**config.mk**
```make
export PLATFORM = sky130hd
export DESIGN_NAME = drive_status
export DESIGN_NICKNAME = d
export VERILOG_FILES = /design/src/verilog/drive_status_pkg.sv /design/src/verilog/trace_if.sv /design/src/verilog/drive_status.sv /design/src/verilog/trace_store.sv
export SDC_FILE = /design/constraint.sdc
export NUM_CORES = 1
export LEC_CHECK = 0
export BUFFER_PORTS_ARGS = -buffer_cell sky130_fd_sc_hd__buf_4
export CORE_UTILIZATION = 59
export CTS_BUF_LIST = sky130_fd_sc_hd__clkbuf_16
export DETAILED_ROUTE_END_ITERATION = 8
export PLACE_DENSITY = 0.8
export SLEW_MARGIN = 15
export SYNTH_ARGS = -nofsm -noshare
export SYNTH_HDL_FRONTEND = slang
export SYNTH_SLANG_ARGS = --single-unit
```
**constraint.sdc**
```tcl
create_clock -name core_clk_in -period 3.8 [get_ports core_clk_in]
set_input_delay 0.38 -clock core_clk_in [delete_from_list [all_inputs] [get_ports core_clk_in]]
set_output_delay 0.38 -clock core_clk_in [all_outputs]
set_load 0.01 [all_outputs]
```
**src/verilog/drive_status_pkg.sv**
```systemverilog
package drive_status_pkg;

    // ==========================================
    // register addresses on the byte bus
    localparam logic [2:0] ADDR_IDENTITY = 3'h0;
    localparam logic [2:0] ADDR_TRACE = 3'h1;
    localparam logic [2:0] ADDR_DETAIL = 3'h2;
    localparam logic [2:0] ADDR_MAIN = 3'h7;

    // ==========================================
    // main status byte fields
    localparam int MAIN_FAULT_BIT = 0;
    localparam int MAIN_RSVD1_BIT = 1;
    localparam int MAIN_SEEK_ERR_BIT = 2;
    localparam int MAIN_RSVD3_BIT = 3;
    localparam int MAIN_UNIT_READY_BIT = 4;
    localparam int MAIN_ON_CYL_BIT = 5;
    localparam int MAIN_WP_BIT = 6;
    localparam int MAIN_PURGE_BIT = 7;

    // ==========================================
    // detailed hardware status fields
    localparam int DETAIL_CART_TAB_BIT = 0;
    localparam int DETAIL_FIXED_SW_BIT = 1;
    localparam int DETAIL_SPEED_OK_BIT = 5;
    localparam int DETAIL_STOPPED_BIT = 6;
    localparam int DETAIL_STOP_SW_BIT = 7;

    // ==========================================
    // identity byte and limits
    localparam logic [3:0] CFG_32_SECTORS = 4'h0;
    localparam logic [3:0] CFG_64_SECTORS = 4'h1;
    // arbitrary identity value
    localparam logic [3:0] ID_CODE_DEFAULT = 4'ha;
    localparam logic [7:0] MAX_CYLINDER = 8'hcd;
    localparam logic [7:0] MAX_HEAD = 8'h03;
    localparam logic [7:0] BYTE_ZERO = 8'h00;
    localparam logic [1:0] HEAD_POWER_UP = 2'h0;
    localparam int TRACE_DEPTH = 16;

    // ==========================================
    // pending transfer slots, main status served last
    localparam int PEND_IDENTITY = 0;
    localparam int PEND_TRACE = 1;
    localparam int PEND_DETAIL = 2;
    localparam int PEND_MAIN = 3;

    typedef enum logic [2:0]
    {
        DLV_IDLE = 3'b001,
        DLV_REQ = 3'b010,
        DLV_IRQ = 3'b100
    } delivery_state_type;

endpackage

```
**src/verilog/trace_if.sv**
```systemverilog
`timescale 1ns/1ps
interface trace_if #(parameter int WIDTH = 8);
    logic push;
    logic [WIDTH-1:0] push_data;
    logic pop;
    logic clear;
    logic [WIDTH-1:0] head_data;
    logic empty;

    modport store (input push, input push_data, input pop, input clear,
                   output head_data, output empty);
    modport user (output push, output push_data, output pop, output clear,
                  input head_data, input empty);
endinterface

```
**src/verilog/drive_status.sv**
```systemverilog
`timescale 1ns/1ps
module drive_status #(
    parameter logic [3:0] ID_CODE = drive_status_pkg::ID_CODE_DEFAULT,
    parameter logic [3:0] SECTOR_CFG = drive_status_pkg::CFG_64_SECTORS,
    parameter int TRACE_DEPTH = drive_status_pkg::TRACE_DEPTH
) (
    // clock and reset
    input wire logic core_clk_in,
    input wire logic rst_in,
    // commands decoded from the event and extended command bytes
    input wire logic fault_reset_cmd_in,
    input wire logic return_track_zero_cmd_in,
    input wire logic seek_cmd_in,
    input wire logic [7:0] seek_cyl_in,
    input wire logic head_sel_cmd_in,
    input wire logic [7:0] head_num_in,
    input wire logic event_done_in,
    input wire logic zero_event_in,
    input wire logic send_identity_bit_in,
    input wire logic send_trace_in,
    input wire logic send_detail_in,
    input wire logic auto_status_mode_in,
    // drive condition from servo and firmware logic
    input wire logic fault_detect_in,
    input wire logic track_lock_lost_in,
    input wire logic on_track_in,
    input wire logic trace_push_in,
    input wire logic [7:0] firmware_trace_code,
    // panel and sensor pins
    input wire logic cart_tab_in,
    input wire logic fixed_switch_in,
    input wire logic panel_protect_switch_in,
    input wire logic spindle_speed_ok_in,
    input wire logic spindle_stopped_in,
    input wire logic stop_condition_in,
    input wire logic heads_on_tracks_in,
    input wire logic purge_done_in,
    input wire logic drive_selected_in,
    // register read port
    input wire logic rd_start_in,
    input wire logic [2:0] rd_addr_in,
    output logic [7:0] rd_data_out,
    // transfer request toward the adapter
    output logic xfer_req_out,
    output logic [2:0] xfer_addr_out,
    input wire logic xfer_ack_in,
    output logic irq_out,
    // drive control
    output logic halt_out,
    output logic write_inhibit_out,
    output logic head_load_start_out,
    output logic positioner_move_out,
    output logic [7:0] target_cyl_out,
    output logic [1:0] cur_head_out
);
    initial
    begin
        if (TRACE_DEPTH != drive_status_pkg::TRACE_DEPTH)
            $error("trace depth other than sixteen is not supported");
    end

    // ==========================================
    // pin synchronisers
    localparam int NPIN = 9;
    logic [NPIN-1:0] pin_meta_reg;
    logic [NPIN-1:0] pin_sync_reg;
    logic panel_prev_reg;
    logic cart_tab, fixed_sw, panel_sw, speed_ok, stopped, stop_sw;
    logic heads_on, purge_done, selected;

    always_ff @(posedge core_clk_in or posedge rst_in)
    begin
        if (rst_in)
        begin
            pin_meta_reg <= '0;
            pin_sync_reg <= '0;
        end
        else
        begin
            pin_meta_reg <= {drive_selected_in, purge_done_in, heads_on_tracks_in,
                             stop_condition_in, spindle_stopped_in, spindle_speed_ok_in,
                             panel_protect_switch_in, fixed_switch_in, cart_tab_in};
            pin_sync_reg <= pin_meta_reg;
        end
    end

    assign {selected, purge_done, heads_on, stop_sw, stopped, speed_ok,
            panel_sw, fixed_sw, cart_tab} = pin_sync_reg;

    // the switch level is unknown at reset, so its first sample is taken after release
    logic panel_seen_reg;
    always_ff @(posedge core_clk_in or posedge rst_in)
    begin
        if (rst_in)
        begin
            panel_prev_reg <= 1'b0;
            panel_seen_reg <= 1'b0;
        end
        else
        begin
            panel_prev_reg <= panel_sw;
            panel_seen_reg <= 1'b1;
        end
    end

    // ==========================================
    // fault and command gating
    logic fault_reg;
    logic seek_err_reg;
    logic panel_toggle;
    logic fault_reset;
    logic cmd_blocked;
    logic bad_cyl;
    logic bad_head;
    logic valid_seek;
    logic valid_head;

    assign panel_toggle = panel_seen_reg && (panel_sw != panel_prev_reg);
    assign fault_reset = fault_reset_cmd_in || (panel_toggle && fault_reg);
    assign cmd_blocked = fault_reg || seek_err_reg;
    assign bad_cyl = seek_cmd_in && !cmd_blocked && seek_cyl_in > drive_status_pkg::MAX_CYLINDER;
    assign bad_head = head_sel_cmd_in && !cmd_blocked && head_num_in > drive_status_pkg::MAX_HEAD;
    assign valid_head = head_sel_cmd_in && !cmd_blocked && !bad_head;
    assign valid_seek = seek_cmd_in && !cmd_blocked && !bad_cyl && !bad_head;

    always_ff @(posedge core_clk_in or posedge rst_in)
    begin
        if (rst_in)
            fault_reg <= 1'b0;
        else if (fault_detect_in)
            fault_reg <= 1'b1;
        else if (fault_reset)
            fault_reg <= 1'b0;
    end

    always_ff @(posedge core_clk_in or posedge rst_in)
    begin
        if (rst_in)
            seek_err_reg <= 1'b0;
        else if (track_lock_lost_in || bad_cyl || bad_head)
            seek_err_reg <= 1'b1;
        else if (return_track_zero_cmd_in)
            seek_err_reg <= 1'b0;
    end

    // ==========================================
    // positioner, head and on-cylinder
    logic on_cyl_reg;
    logic [1:0] head_reg;

    always_ff @(posedge core_clk_in or posedge rst_in)
    begin
        if (rst_in)
            on_cyl_reg <= 1'b0;
        else if (track_lock_lost_in)
            on_cyl_reg <= 1'b0;
        else if (on_track_in)
            on_cyl_reg <= 1'b1;
        else if (valid_seek)
            on_cyl_reg <= 1'b0;
    end

    always_ff @(posedge core_clk_in or posedge rst_in)
    begin
        if (rst_in)
            head_reg <= drive_status_pkg::HEAD_POWER_UP;
        else if (valid_head)
            head_reg <= head_num_in[1:0];
    end

    always_ff @(posedge core_clk_in or posedge rst_in)
    begin
        if (rst_in)
        begin
            positioner_move_out <= 1'b0;
            target_cyl_out <= drive_status_pkg::BYTE_ZERO;
        end
        else
        begin
            positioner_move_out <= valid_seek;
            if (valid_seek)
                target_cyl_out <= seek_cyl_in;
        end
    end

    always_ff @(posedge core_clk_in or posedge rst_in)
    begin
        if (rst_in)
            head_load_start_out <= 1'b0;
        else
            head_load_start_out <= fault_reset && fault_reg && !fault_detect_in
                                   && purge_done;
    end

    // ==========================================
    // write protection and status bytes
    logic volume_protect;
    logic [7:0] main_byte;
    logic [7:0] detail_byte;
    logic [7:0] identity_byte;

    assign volume_protect = head_reg[1] ? fixed_sw : cart_tab;
    assign halt_out = fault_reg;
    assign write_inhibit_out = fault_reg || volume_protect || positioner_move_out;
    assign cur_head_out = head_reg;

    always_comb
    begin
        main_byte = drive_status_pkg::BYTE_ZERO;
        main_byte[drive_status_pkg::MAIN_FAULT_BIT] = fault_reg;
        main_byte[drive_status_pkg::MAIN_SEEK_ERR_BIT] = seek_err_reg;
        main_byte[drive_status_pkg::MAIN_UNIT_READY_BIT] = selected && speed_ok
                                                           && heads_on;
        main_byte[drive_status_pkg::MAIN_ON_CYL_BIT] = on_cyl_reg;
        main_byte[drive_status_pkg::MAIN_WP_BIT] = volume_protect;
        main_byte[drive_status_pkg::MAIN_PURGE_BIT] = purge_done;
    end

    always_comb
    begin
        detail_byte = drive_status_pkg::BYTE_ZERO;
        detail_byte[drive_status_pkg::DETAIL_CART_TAB_BIT] = cart_tab;
        detail_byte[drive_status_pkg::DETAIL_FIXED_SW_BIT] = fixed_sw;
        detail_byte[drive_status_pkg::DETAIL_SPEED_OK_BIT] = speed_ok;
        detail_byte[drive_status_pkg::DETAIL_STOPPED_BIT] = stopped;
        detail_byte[drive_status_pkg::DETAIL_STOP_SW_BIT] = stop_sw;
    end

    assign identity_byte = {ID_CODE, SECTOR_CFG};

    // ==========================================
    // trace code store
    trace_if #(.WIDTH(8)) tr ();
    logic trace_read;

    assign trace_read = rd_start_in && rd_addr_in == drive_status_pkg::ADDR_TRACE;
    assign tr.push = trace_push_in;
    assign tr.push_data = firmware_trace_code;
    assign tr.pop = trace_read && !fault_reset;
    assign tr.clear = fault_reset;

    trace_store #(.DEPTH(TRACE_DEPTH), .WIDTH(8)) u_trace
    (
        .core_clk_in(core_clk_in),
        .rst_in(rst_in),
        .tr(tr.store)
    );

    // ==========================================
    // read snapshot
    always_ff @(posedge core_clk_in or posedge rst_in)
    begin
        if (rst_in)
            rd_data_out <= drive_status_pkg::BYTE_ZERO;
        else if (rd_start_in)
        begin
            case (rd_addr_in)
                drive_status_pkg::ADDR_IDENTITY: rd_data_out <= identity_byte;
                drive_status_pkg::ADDR_TRACE:
                    rd_data_out <= tr.empty ? drive_status_pkg::BYTE_ZERO
                                            : tr.head_data;
                drive_status_pkg::ADDR_DETAIL: rd_data_out <= detail_byte;
                drive_status_pkg::ADDR_MAIN: rd_data_out <= main_byte;
                default: rd_data_out <= drive_status_pkg::BYTE_ZERO;
            endcase
        end
    end

    // ==========================================
    // status delivery
    drive_status_pkg::delivery_state_type state_reg;
    logic [3:0] pend_reg;
    logic [7:0] main_prev_reg;
    logic err_rise;
    logic main_event;
    logic desel_change;
    logic [2:0] xfer_addr_reg;

    assign err_rise = (fault_detect_in && !fault_reg) || ((track_lock_lost_in || bad_cyl
                      || bad_head) && !seek_err_reg);
    assign main_event = event_done_in || err_rise;
    assign desel_change = auto_status_mode_in && !selected
                          && main_byte != main_prev_reg;

    always_ff @(posedge core_clk_in or posedge rst_in)
    begin
        if (rst_in)
            main_prev_reg <= drive_status_pkg::BYTE_ZERO;
        else
            main_prev_reg <= main_byte;
    end

    always_ff @(posedge core_clk_in or posedge rst_in)
    begin
        if (rst_in)
            pend_reg <= '0;
        else
        begin
            if (state_reg == drive_status_pkg::DLV_REQ && xfer_ack_in)
                pend_reg[xfer_addr_reg == drive_status_pkg::ADDR_IDENTITY ?
                    drive_status_pkg::PEND_IDENTITY : xfer_addr_reg ==
                    drive_status_pkg::ADDR_TRACE ? drive_status_pkg::PEND_TRACE :
                    xfer_addr_reg == drive_status_pkg::ADDR_DETAIL ?
                    drive_status_pkg::PEND_DETAIL : drive_status_pkg::PEND_MAIN] <= 1'b0;
            else if (state_reg == drive_status_pkg::DLV_IRQ && zero_event_in)
                pend_reg[drive_status_pkg::PEND_MAIN] <= 1'b0;
            if (send_identity_bit_in)
                pend_reg[drive_status_pkg::PEND_IDENTITY] <= 1'b1;
            if (send_trace_in)
                pend_reg[drive_status_pkg::PEND_TRACE] <= 1'b1;
            if (send_detail_in)
                pend_reg[drive_status_pkg::PEND_DETAIL] <= 1'b1;
            if (main_event || desel_change)
                pend_reg[drive_status_pkg::PEND_MAIN] <= 1'b1;
        end
    end

    always_ff @(posedge core_clk_in or posedge rst_in)
    begin
        if (rst_in)
        begin
            state_reg <= drive_status_pkg::DLV_IDLE;
            xfer_addr_reg <= drive_status_pkg::ADDR_MAIN;
        end
        else
        begin
            case (state_reg)
                drive_status_pkg::DLV_IDLE:
                begin
                    if (pend_reg[drive_status_pkg::PEND_IDENTITY])
                    begin
                        xfer_addr_reg <= drive_status_pkg::ADDR_IDENTITY;
                        state_reg <= drive_status_pkg::DLV_REQ;
                    end
                    else if (pend_reg[drive_status_pkg::PEND_TRACE])
                    begin
                        xfer_addr_reg <= drive_status_pkg::ADDR_TRACE;
                        state_reg <= drive_status_pkg::DLV_REQ;
                    end
                    else if (pend_reg[drive_status_pkg::PEND_DETAIL])
                    begin
                        xfer_addr_reg <= drive_status_pkg::ADDR_DETAIL;
                        state_reg <= drive_status_pkg::DLV_REQ;
                    end
                    else if (pend_reg[drive_status_pkg::PEND_MAIN])
                    begin
                        xfer_addr_reg <= drive_status_pkg::ADDR_MAIN;
                        state_reg <= (auto_status_mode_in && selected) ?
                            drive_status_pkg::DLV_REQ : drive_status_pkg::DLV_IRQ;
                    end
                end
                drive_status_pkg::DLV_REQ:
                    if (xfer_ack_in)
                        state_reg <= drive_status_pkg::DLV_IDLE;
                drive_status_pkg::DLV_IRQ:
                    if (zero_event_in)
                        state_reg <= drive_status_pkg::DLV_IDLE;
                default: state_reg <= drive_status_pkg::DLV_IDLE;
            endcase
        end
    end

    assign xfer_req_out = (state_reg == drive_status_pkg::DLV_REQ);
    assign xfer_addr_out = xfer_addr_reg;
    assign irq_out = (state_reg == drive_status_pkg::DLV_IRQ);
endmodule // drive_status

```
**src/verilog/trace_store.sv**
```systemverilog
`timescale 1ns/1ps
module trace_store #(
    parameter int DEPTH = drive_status_pkg::TRACE_DEPTH,
    parameter int WIDTH = 8
) (
    // clock and reset
    input wire logic core_clk_in,
    input wire logic rst_in,
    // store port
    trace_if.store tr
);
    localparam int AW = $clog2(DEPTH);

    initial
    begin
        if (DEPTH < 2 || (1 << AW) != DEPTH)
            $error("trace_store depth must be a power of two");
    end

    logic [WIDTH-1:0] mem_reg [DEPTH];
    logic [AW-1:0] wr_ptr_reg;
    logic [AW-1:0] rd_ptr_reg;
    logic [AW:0] count_reg;
    logic full;
    logic do_pop;

    assign full = (count_reg == (AW+1)'(DEPTH));
    assign do_pop = tr.pop && count_reg != '0;
    assign tr.empty = (count_reg == '0);
    assign tr.head_data = mem_reg[rd_ptr_reg];

    // ==========================================
    // wrap-around memory: a push into a full store drops the oldest code
    always_ff @(posedge core_clk_in)
    begin
        if (tr.push)
            mem_reg[wr_ptr_reg] <= tr.push_data;
    end

    always_ff @(posedge core_clk_in or posedge rst_in)
    begin
        if (rst_in)
        begin
            wr_ptr_reg <= '0;
            rd_ptr_reg <= '0;
            count_reg <= '0;
        end
        else if (tr.clear)
        begin
            wr_ptr_reg <= '0;
            rd_ptr_reg <= '0;
            count_reg <= '0;
        end
        else
        begin
            if (tr.push)
                wr_ptr_reg <= wr_ptr_reg + 1'b1;
            if (do_pop || (tr.push && full))
                rd_ptr_reg <= rd_ptr_reg + 1'b1;
            if (tr.push && !full && !do_pop)
                count_reg <= count_reg + 1'b1;
            else if (do_pop && !tr.push)
                count_reg <= count_reg - 1'b1;
        end
    end

endmodule // trace_store

```
==> results of run 1 <==
-- worst max-delay path: cells and delay by family (launching register included) --
family                   cells  cell delay [ns]
flip-flops                   1             0.45
adder cells (fa/ha/maj)      1             0.42
AO/OA/AOI/OAI                4             1.06
AND/OR/NAND/NOR              3             0.86
-- layer usage --
layer  vias to the layer above  wire, um  GRT usage [%]  share of wire [%]
met5                         -         0              0                  0
met1                      2415      6580           33.1                 39
met4                         0       325           9.65                1.9
met2                       204      8710           42.8                 52
met3                        26      1140           5.94                6.8
li1                       2075         -              -                  -
-- metrics by stage --
| step | cells | total power [uW] | area [um2] | setup slack [ns] | util [%] |
|---|---|---|---|---|---|
| 6_report | 767 | 5130 | 9480 | 0.878 | 71.3 |
| 2_1_floorplan | 488 | 3080 | 8080 | 1.11 | - |
| 5_1_grt | 767 | 5320 | 9480 | 0.671 | 71.3 |
| 4_1_cts | 767 | 5160 | 9480 | 0.912 | 71.3 |
| 3_3_place_gp | 737 | 3340 | 8900 | 1.12 | 66.9 |
| 3_5_place_dp | 737 | 3390 | 8900 | 0.970 | 66.9 |
-- power by group --
part,internal (uW),switching [uW]
sequential,2460,144
combinational,372,383
clock,1030,749
total,3860,1280
-- layout make-up --
| cell class | count | area share [%] |
|---|---|---|
| multi-input cells | 257 | 24.3 |
| flip-flops and latches | 200 | 59.6 |
| clock inverters | 13 | 1.64 |
| well taps | 176 | 2.32 |
| repair buffers | 88 | 6.97 |
| inverters | 16 | 0.647 |
| clock buffers | 17 | 4.49 |
-- placed cells by master (no fill, tap or decap), types with 4 or more instances in the layout --
cell type  count
a21oi_1       17
a211oi_1       5
buf_4         88
ha_1           9
o31ai_1        4
nand3_1        6
xnor2_1        7
edfxtp_1     128
a31oi_1        6
clkbuf_16     17
or4_1          4
mux2_2        19
dfstp_2        4
o211ai_1       5
nor2b_1        5
mux4_2        32
nor3_1         8
nand2b_1       6
xor2_1         4
nor2_1        31
mux2i_1       11
dfrtp_1       67
inv_1         17
nand2_1       22
o21ai_0       10
-- logic make-up (layout without fill, tap and decap cells) --
kind of cell / after synthesis / count (layout) / share of synthesized area, %
mux: 62 / 62 / 12.9
xor+xnor: 11 / 11 / 1.19
flops: 200 / 200 / 69.9
buf+inv: 31 / 134 / 1.53
other cells: 1 / 1 / 0.0464
fa+ha+maj: 10 / 10 / 1.64
compound gates: 72 / 72 / 6.19
simple gates: 101 / 101 / 6.55
-- worst max-delay path by stage --
stage                         start              endpoint  slack [ns]  cells after the start
2_1_floorplan              halt_out  u_trace.count_reg[4]        1.11                      9
3_3_place_gp   u_trace.count_reg[1]  u_trace.count_reg[4]        1.12                      8
3_5_place_dp   u_trace.count_reg[1]  u_trace.count_reg[4]        0.97                      8
4_1_cts        u_trace.count_reg[1]  u_trace.count_reg[4]        0.91                      8
5_1_grt        u_trace.count_reg[1]  u_trace.count_reg[4]        0.67                      8
6_report       u_trace.count_reg[1]  u_trace.count_reg[4]        0.88                      8
==> summary.txt, run 1 <==
status -> finished, final reports clean
Site Rows -> 42
depth of the worst register-to-register path -> 8
clk buf depth -> 2
pwr/cell area -> 541 mW/mm2
Peak Freq -> 342 MHz
TritonRoute pass-1 iters -> 5
Hold Path Class -> input port to flip-flop
Worst R2R Start -> u_trace.count_reg[1]
flops & latches, synth -> 200
die area -> 0.0142 mm2
crit start category -> flip-flop
Ant. Diodes -> 0
Post-synth EDFFs -> 128
CTS tree -> done
Clk Latency, worst-skew pair -> 0.42 ns
Synth top area share -> 47.6%
initial antenna violation count -> 0
crit path cell chain -> or4_1 > nand2_1 > o211ai_1 > ha_1 > a21oi_1 > a211oi_1 > a2111oi_0 > nor3_1
core box area -> 0.0133 mm2
IO buf count -> 80
GPL Wtd Cong -> 0.832
first-pass GRT wire length -> 26,600 um
ys flop type -> edfxtp_1
flip-flop count of the largest register after layout -> 128
average cell area after synthesis -> 16.6 um2
worst vdd rail ir drop -> 0.395 mV
Routed WL -> 16,700 um
Final ANT Viol Nets -> 0
clock slew at reported path FFs -> 0.07 ns
Vias -> 4,720
grt ovf -> 0
Fin. Hold Viols -> 0
Synth top cells by count -> edfxtp_1 (128), dfrtp_1 (68), mux4_2 (32)
top post-synthesis cells by area -> edfxtp_1 (48%), dfrtp_1 (21%), mux4_2 (8.9%), mux2_2 (2.6%), nor2_1 (1.4%)
slowest cell delay on critical path -> 0.63 ns
post-DR wirelength/cell -> 21.8 um
Via density -> 6.15
critical path required time -> 4.10 ns
FF-to-FF End -> u_trace.count_reg[4]
post_cts resized -> 0
hpwl dp -> 11,100 um
share of cells above drive strength 1 -> 30.3%
die width -> 119 um
RSZ-0062 raised after global routing -> no
Max Clock Skew -> 0.00626 ns
area of the multi-input gates -> 0.00231 mm2
1st-iter DRT viols -> 346
min Tclk post-route -> 2.92 ns
Slew Viols, Final -> 0
relative slew slack -> 36.4%
Final setup viols -> 0
Static Leak -> 0.00349 uW
sequential cell area -> 0.00565 mm2
Max-cap violations -> 0
critical path arrival -> 3.22 ns
setup bufs post-CTS -> 0
Boundary Pins -> 81
CP Max Fanout -> 5
setup TNS -> 0 ns
largest area contributor in the netlist -> edfxtp_1
largest net degree at the start of global routing -> 54
Synth async-reset ratio -> 36.0%
Final Cycle Share -> 76.9%
Slew @ Worst Pin -> 0.948 ns
H-tree Lvls -> 4
Fillers -> 814
register area share after synthesis -> 69.9%
CTS Buf Count -> 17
Sinks on Clock Net -> 200
Root Driver -> clkbuf_16
flop2flop setup slack -> 0.88 ns
Hold Path End -> pin_meta_reg[4]
vias in the first global route -> 4,916
Synth cell types -> 57
drt drc -> 0
Final #Nets -> 644
most frequent cell after synthesis -> edfxtp_1
Post-Syn Nets -> 552
hold buffer count at CTS -> 0
GRT Overall Usage -> 25.7%
HP Start -> spindle_stopped_in
element type at the critical path end -> flip-flop
die height -> 119 um
Crit Path Class -> flip-flop to flip-flop
Hold Path Stages -> 1
final hold slack -> 0.0629 ns
starting density of the core -> 60.8%
Slowest-stage cell, CP -> or4_1
Yosys warning total -> 0
Mapped Cells -> 488
synth-to-layout area growth -> 17.3%
cell area after synthesis -> 0.00808 mm2
No activity file was read; power rests on OpenSTA's default activity.
==> inputs of run 2 (changes only) <==
- ABC_AREA: default -> 1
- PLACE_DENSITY: 0.8 -> 0.79
- clock period: 3.8 -> 2.7 ns (I/O delays scaled with it)
==> summary.txt, run 2 <==
CP most frequent cell -> nand2_1
Vias -> 6,084 (+29%)
largest net degree at the start of global routing -> 72 (+33%)
die width -> 122 um (+2.9%)
pwr/cell area -> 663 mW/mm2 (+22%)
Flop pwr share -> 52.5% (+1.8 points)
Crit Path Class -> flip-flop to flip-flop
Synth async-reset ratio -> 36.0% (unchanged)
worst vdd rail ir drop -> 0.425 mV (+7.6%)
Sw Share -> 23.7% (-1.1 points)
slowest cell delay on critical path -> 0.48 ns (-0.15 ns)
element type at the critical path end -> flip-flop
Tot Pwr -> 6640 uW (+29%)
Max-cap violations -> 0 (unchanged)
critical path required time -> 3.02 ns (-1.08 ns)
critical path arrival -> 2.59 ns (-0.63 ns)
hpwl dp -> 11,800 um (+6.5%)
H-tree Lvls -> 4 (unchanged)
Fillers -> 998 (+23%)
post_cts resized -> 0 (unchanged)
commonest non-fill, non-tap cells in the layout -> nand2_1 (267), edfxtp_1 (128), buf_4 (91), inv_1 (90), nand3_1 (90)
net switching power figure -> 1580 uW (+23%)
die height -> 122 um (+2.9%)
most frequent cell after synthesis -> nand2_1
ys flop type -> edfxtp_1
Boundary Pins -> 81 (unchanged)
CP Max Fanout -> 12 (+7)
CTS tree -> done
top post-synthesis cells by area -> edfxtp_1 (45%), dfrtp_1 (20%), nand2_1 (12%), nand3_1 (5.3%), inv_1 (3.8%)
Synth cell types -> 38 (-33%)
RSZ-0062 raised after global routing -> no
first-pass GRT wire length -> 28,800 um (+8.0%)
relative slew slack -> 46.4% (+9.9 points)
vias in the first global route -> 5,767 (+17%)
clock slew at reported path FFs -> 0.07 ns (about the same)
IO buf count -> 80 (unchanged)
core box area -> 0.0140 mm2 (+5.6%)
Final Cycle Share -> 83.9% (+7.1 points)
Static Leak -> 0.00451 uW (+29%)
Synth top cells by count -> nand2_1 (267), edfxtp_1 (128), nand3_1 (90)
TritonRoute pass-1 iters -> 5 (unchanged)
synth-to-layout area growth -> 17.0%
Fin. Hold Viols -> 0 (unchanged)
most common cell after layout, fill and taps aside -> nand2_1
status -> finished, final reports clean
Slew Viols, Final -> 0 (unchanged)
Post-Syn Nets -> 900 (+63%)
flip-flop count of the largest register after layout -> 128 (unchanged)
cell area after synthesis -> 0.00856 mm2 (+6.0%)
clock share of power -> 36.1% (+1.5 points)
Slew @ Worst Pin -> 0.801 ns (-0.146 ns)
crit start category -> flip-flop
combinational power share -> 11.4% (-3.3 points)
Yosys warning total -> 0 (unchanged)
starting density of the core -> 61.0% (+0.21 points)
1st-iter DRT viols -> 470 (+36%)
Site Rows -> 43 (+2.4%)
GRT Overall Usage -> 26.2% (+0.48 points)
largest area contributor in the netlist -> edfxtp_1
flops & latches, synth -> 200 (unchanged)
drt drc -> 0 (unchanged)
Peak Freq -> 441 MHz (+29%)
clk buf depth -> 2 (unchanged)
Routed WL -> 18,200 um (+9.0%)
Via density -> 5.41 (-12%)
setup TNS -> 0 ns (unchanged)
Final setup viols -> 0 (unchanged)
Mapped Cells -> 836 (+71%)
average cell area after synthesis -> 10.2 um2 (-38%)
family with the most delay on the worst path -> simple AND/OR/NAND/NOR gates
Clk Latency, worst-skew pair -> 0.43 ns (about the same)
share of cells above drive strength 1 -> 15.0% (-15 points)
die area -> 0.0150 mm2 (+5.9%)
Finished Core Util -> 71.4% (about the same)
min Tclk post-route -> 2.27 ns (-0.655 ns)
Synth top area share -> 44.9% (-2.7 points)
grt ovf -> 0 (unchanged)
crit path buf inv count -> 2 (+2)
Final #Nets -> 996 (+55%)
Ant. Diodes -> 0 (unchanged)
GPL Wtd Cong -> 0.786 (-5.5%)
Internal -> 5070 uW (+31%)
Final ANT Viol Nets -> 0 (unchanged)
post-DR wirelength/cell -> 16.2 um (-26%)
register area share after synthesis -> 66.0% (-3.9 points)
CTS Buf Count -> 17 (unchanged)
Hold Path Class -> input port to flip-flop
Max Clock Skew -> 0.00443 ns (-0.00183 ns)
initial antenna violation count -> 0 (unchanged)
Sinks on Clock Net -> 200 (unchanged)
Post-synth EDFFs -> 128 (unchanged)
crit path cell chain -> nand2_1 > inv_2 > a31oi_4 > nand2_4 > nand2_8 > ha_1 > a21oi_1 > nand3_1 > nand2_1 > inv_1 > nand2_2 > nand2_1 > nand2_1 > nand2_1
Slowest-stage cell, CP -> dfrtp_1
Root Driver -> clkbuf_16
[run 2: changes by cell type after synthesis, moves of 6 or more]
cell / change
nand2_1: +245
a21oi_1: -11
nand3_1: +84
mux2_2: -18
buf_2: +11
nand2b_1: -6
inv_1: +71
nor2_1: +31
mux4_2: -32
mux2i_1: -11
o21ai_0: +17
buf_4: +7
[run 2: path summary, 6_finish.rpt]
kind,start,end,slack [ns],cells after the start
min in group asynchronous,rst_in,u_trace.count_reg[1],0.46,3
max reg2reg,halt_out,u_trace.count_reg[4],0.43,14
max in group asynchronous,rst_in,state_reg[0],1.55,4
min reg2reg,pin_meta_reg[6],pin_sync_reg[6],0.35,0
max,halt_out,u_trace.count_reg[4],0.43,14
min,return_track_zero_cmd_in,seek_err_reg,0.02,2
[run 2: metrics by stage]
step | area, um2 | setup slack [ns] | std cells | hold slack (ns)
finish | 10000 | 0.434 | 1125 | 0.0167
global placement | 9350 | 0.549 | 1082 | 0.333
detailed placement | 9350 | 0.494 | 1082 | 0.338
CTS | 10000 | 0.456 | 1125 | 0.00803
global route | 10000 | 0.309 | 1125 | 0.0166
floorplan | 8560 | 0.607 | 836 | 0.301
[run 2: per-layer routing]
metal	global-route usage (%)	part of all wire, %
met3	4.88	6.3
met1	36.1	43
met4	11.3	2.6
met2	40.9	48
met5	0	0
[run 2: area by class of cell]
| type | instances | area [um2] | share of cell area, % |
|---|---|---|---|
| clock buffers | 19 | 475 | 4.74 |
| clock inverters | 13 | 86.3 | 0.862 |
| inverters | 93 | 352 | 3.51 |
| multi-input cells | 517 | 2420 | 24.1 |
| flip-flops and latches | 200 | 5650 | 56.4 |
| well taps | 180 | 225 | 2.25 |
| repair buffers | 103 | 813 | 8.12 |
[run 2: cells by family after synthesis]
| kind of cell | count (synthesis) | share of synthesized area (%) |
|---|---|---|
| xor+xnor | 10 | 1.02 |
| compound gates | 55 | 4.05 |
| mux | 1 | 0.131 |
| other cells | 1 | 0.0438 |
| flops | 200 | 66.0 |
| fa+ha+maj | 10 | 1.55 |
| buf+inv | 119 | 5.80 |
| simple gates | 440 | 21.4 |
[run 2: power by group through the flow]
| stage | clock network, uW | logic (uW) | registers (uW) |
|---|---|---|---|
| 2_1_floorplan | 0 | 422 | 3560 |
| 3_3_place_gp | 0 | 725 | 3540 |
| 3_5_place_dp | 0 | 740 | 3550 |
| 4_1_cts | 2410 | 758 | 3490 |
| 5_1_grt | 2540 | 851 | 3500 |
| 6_report | 2400 | 760 | 3490 |
[run 2: what timing repair did]
item | CTS | global route
buffers inserted | 0 | 0
endpoints found under the setup margin | 0 | 0
hold buffers | 11 | 0
hold endpoints to repair | 33 | 0
[run 2: worst reg2reg max path, delay by kind of cell, from the launching register on]
kind,cells,cell delay (ns)
fa+ha+maj,1,0.27
buf+inv,2,0.10
simple gates,9,0.80
compound gates,2,0.51
flops,1,0.48
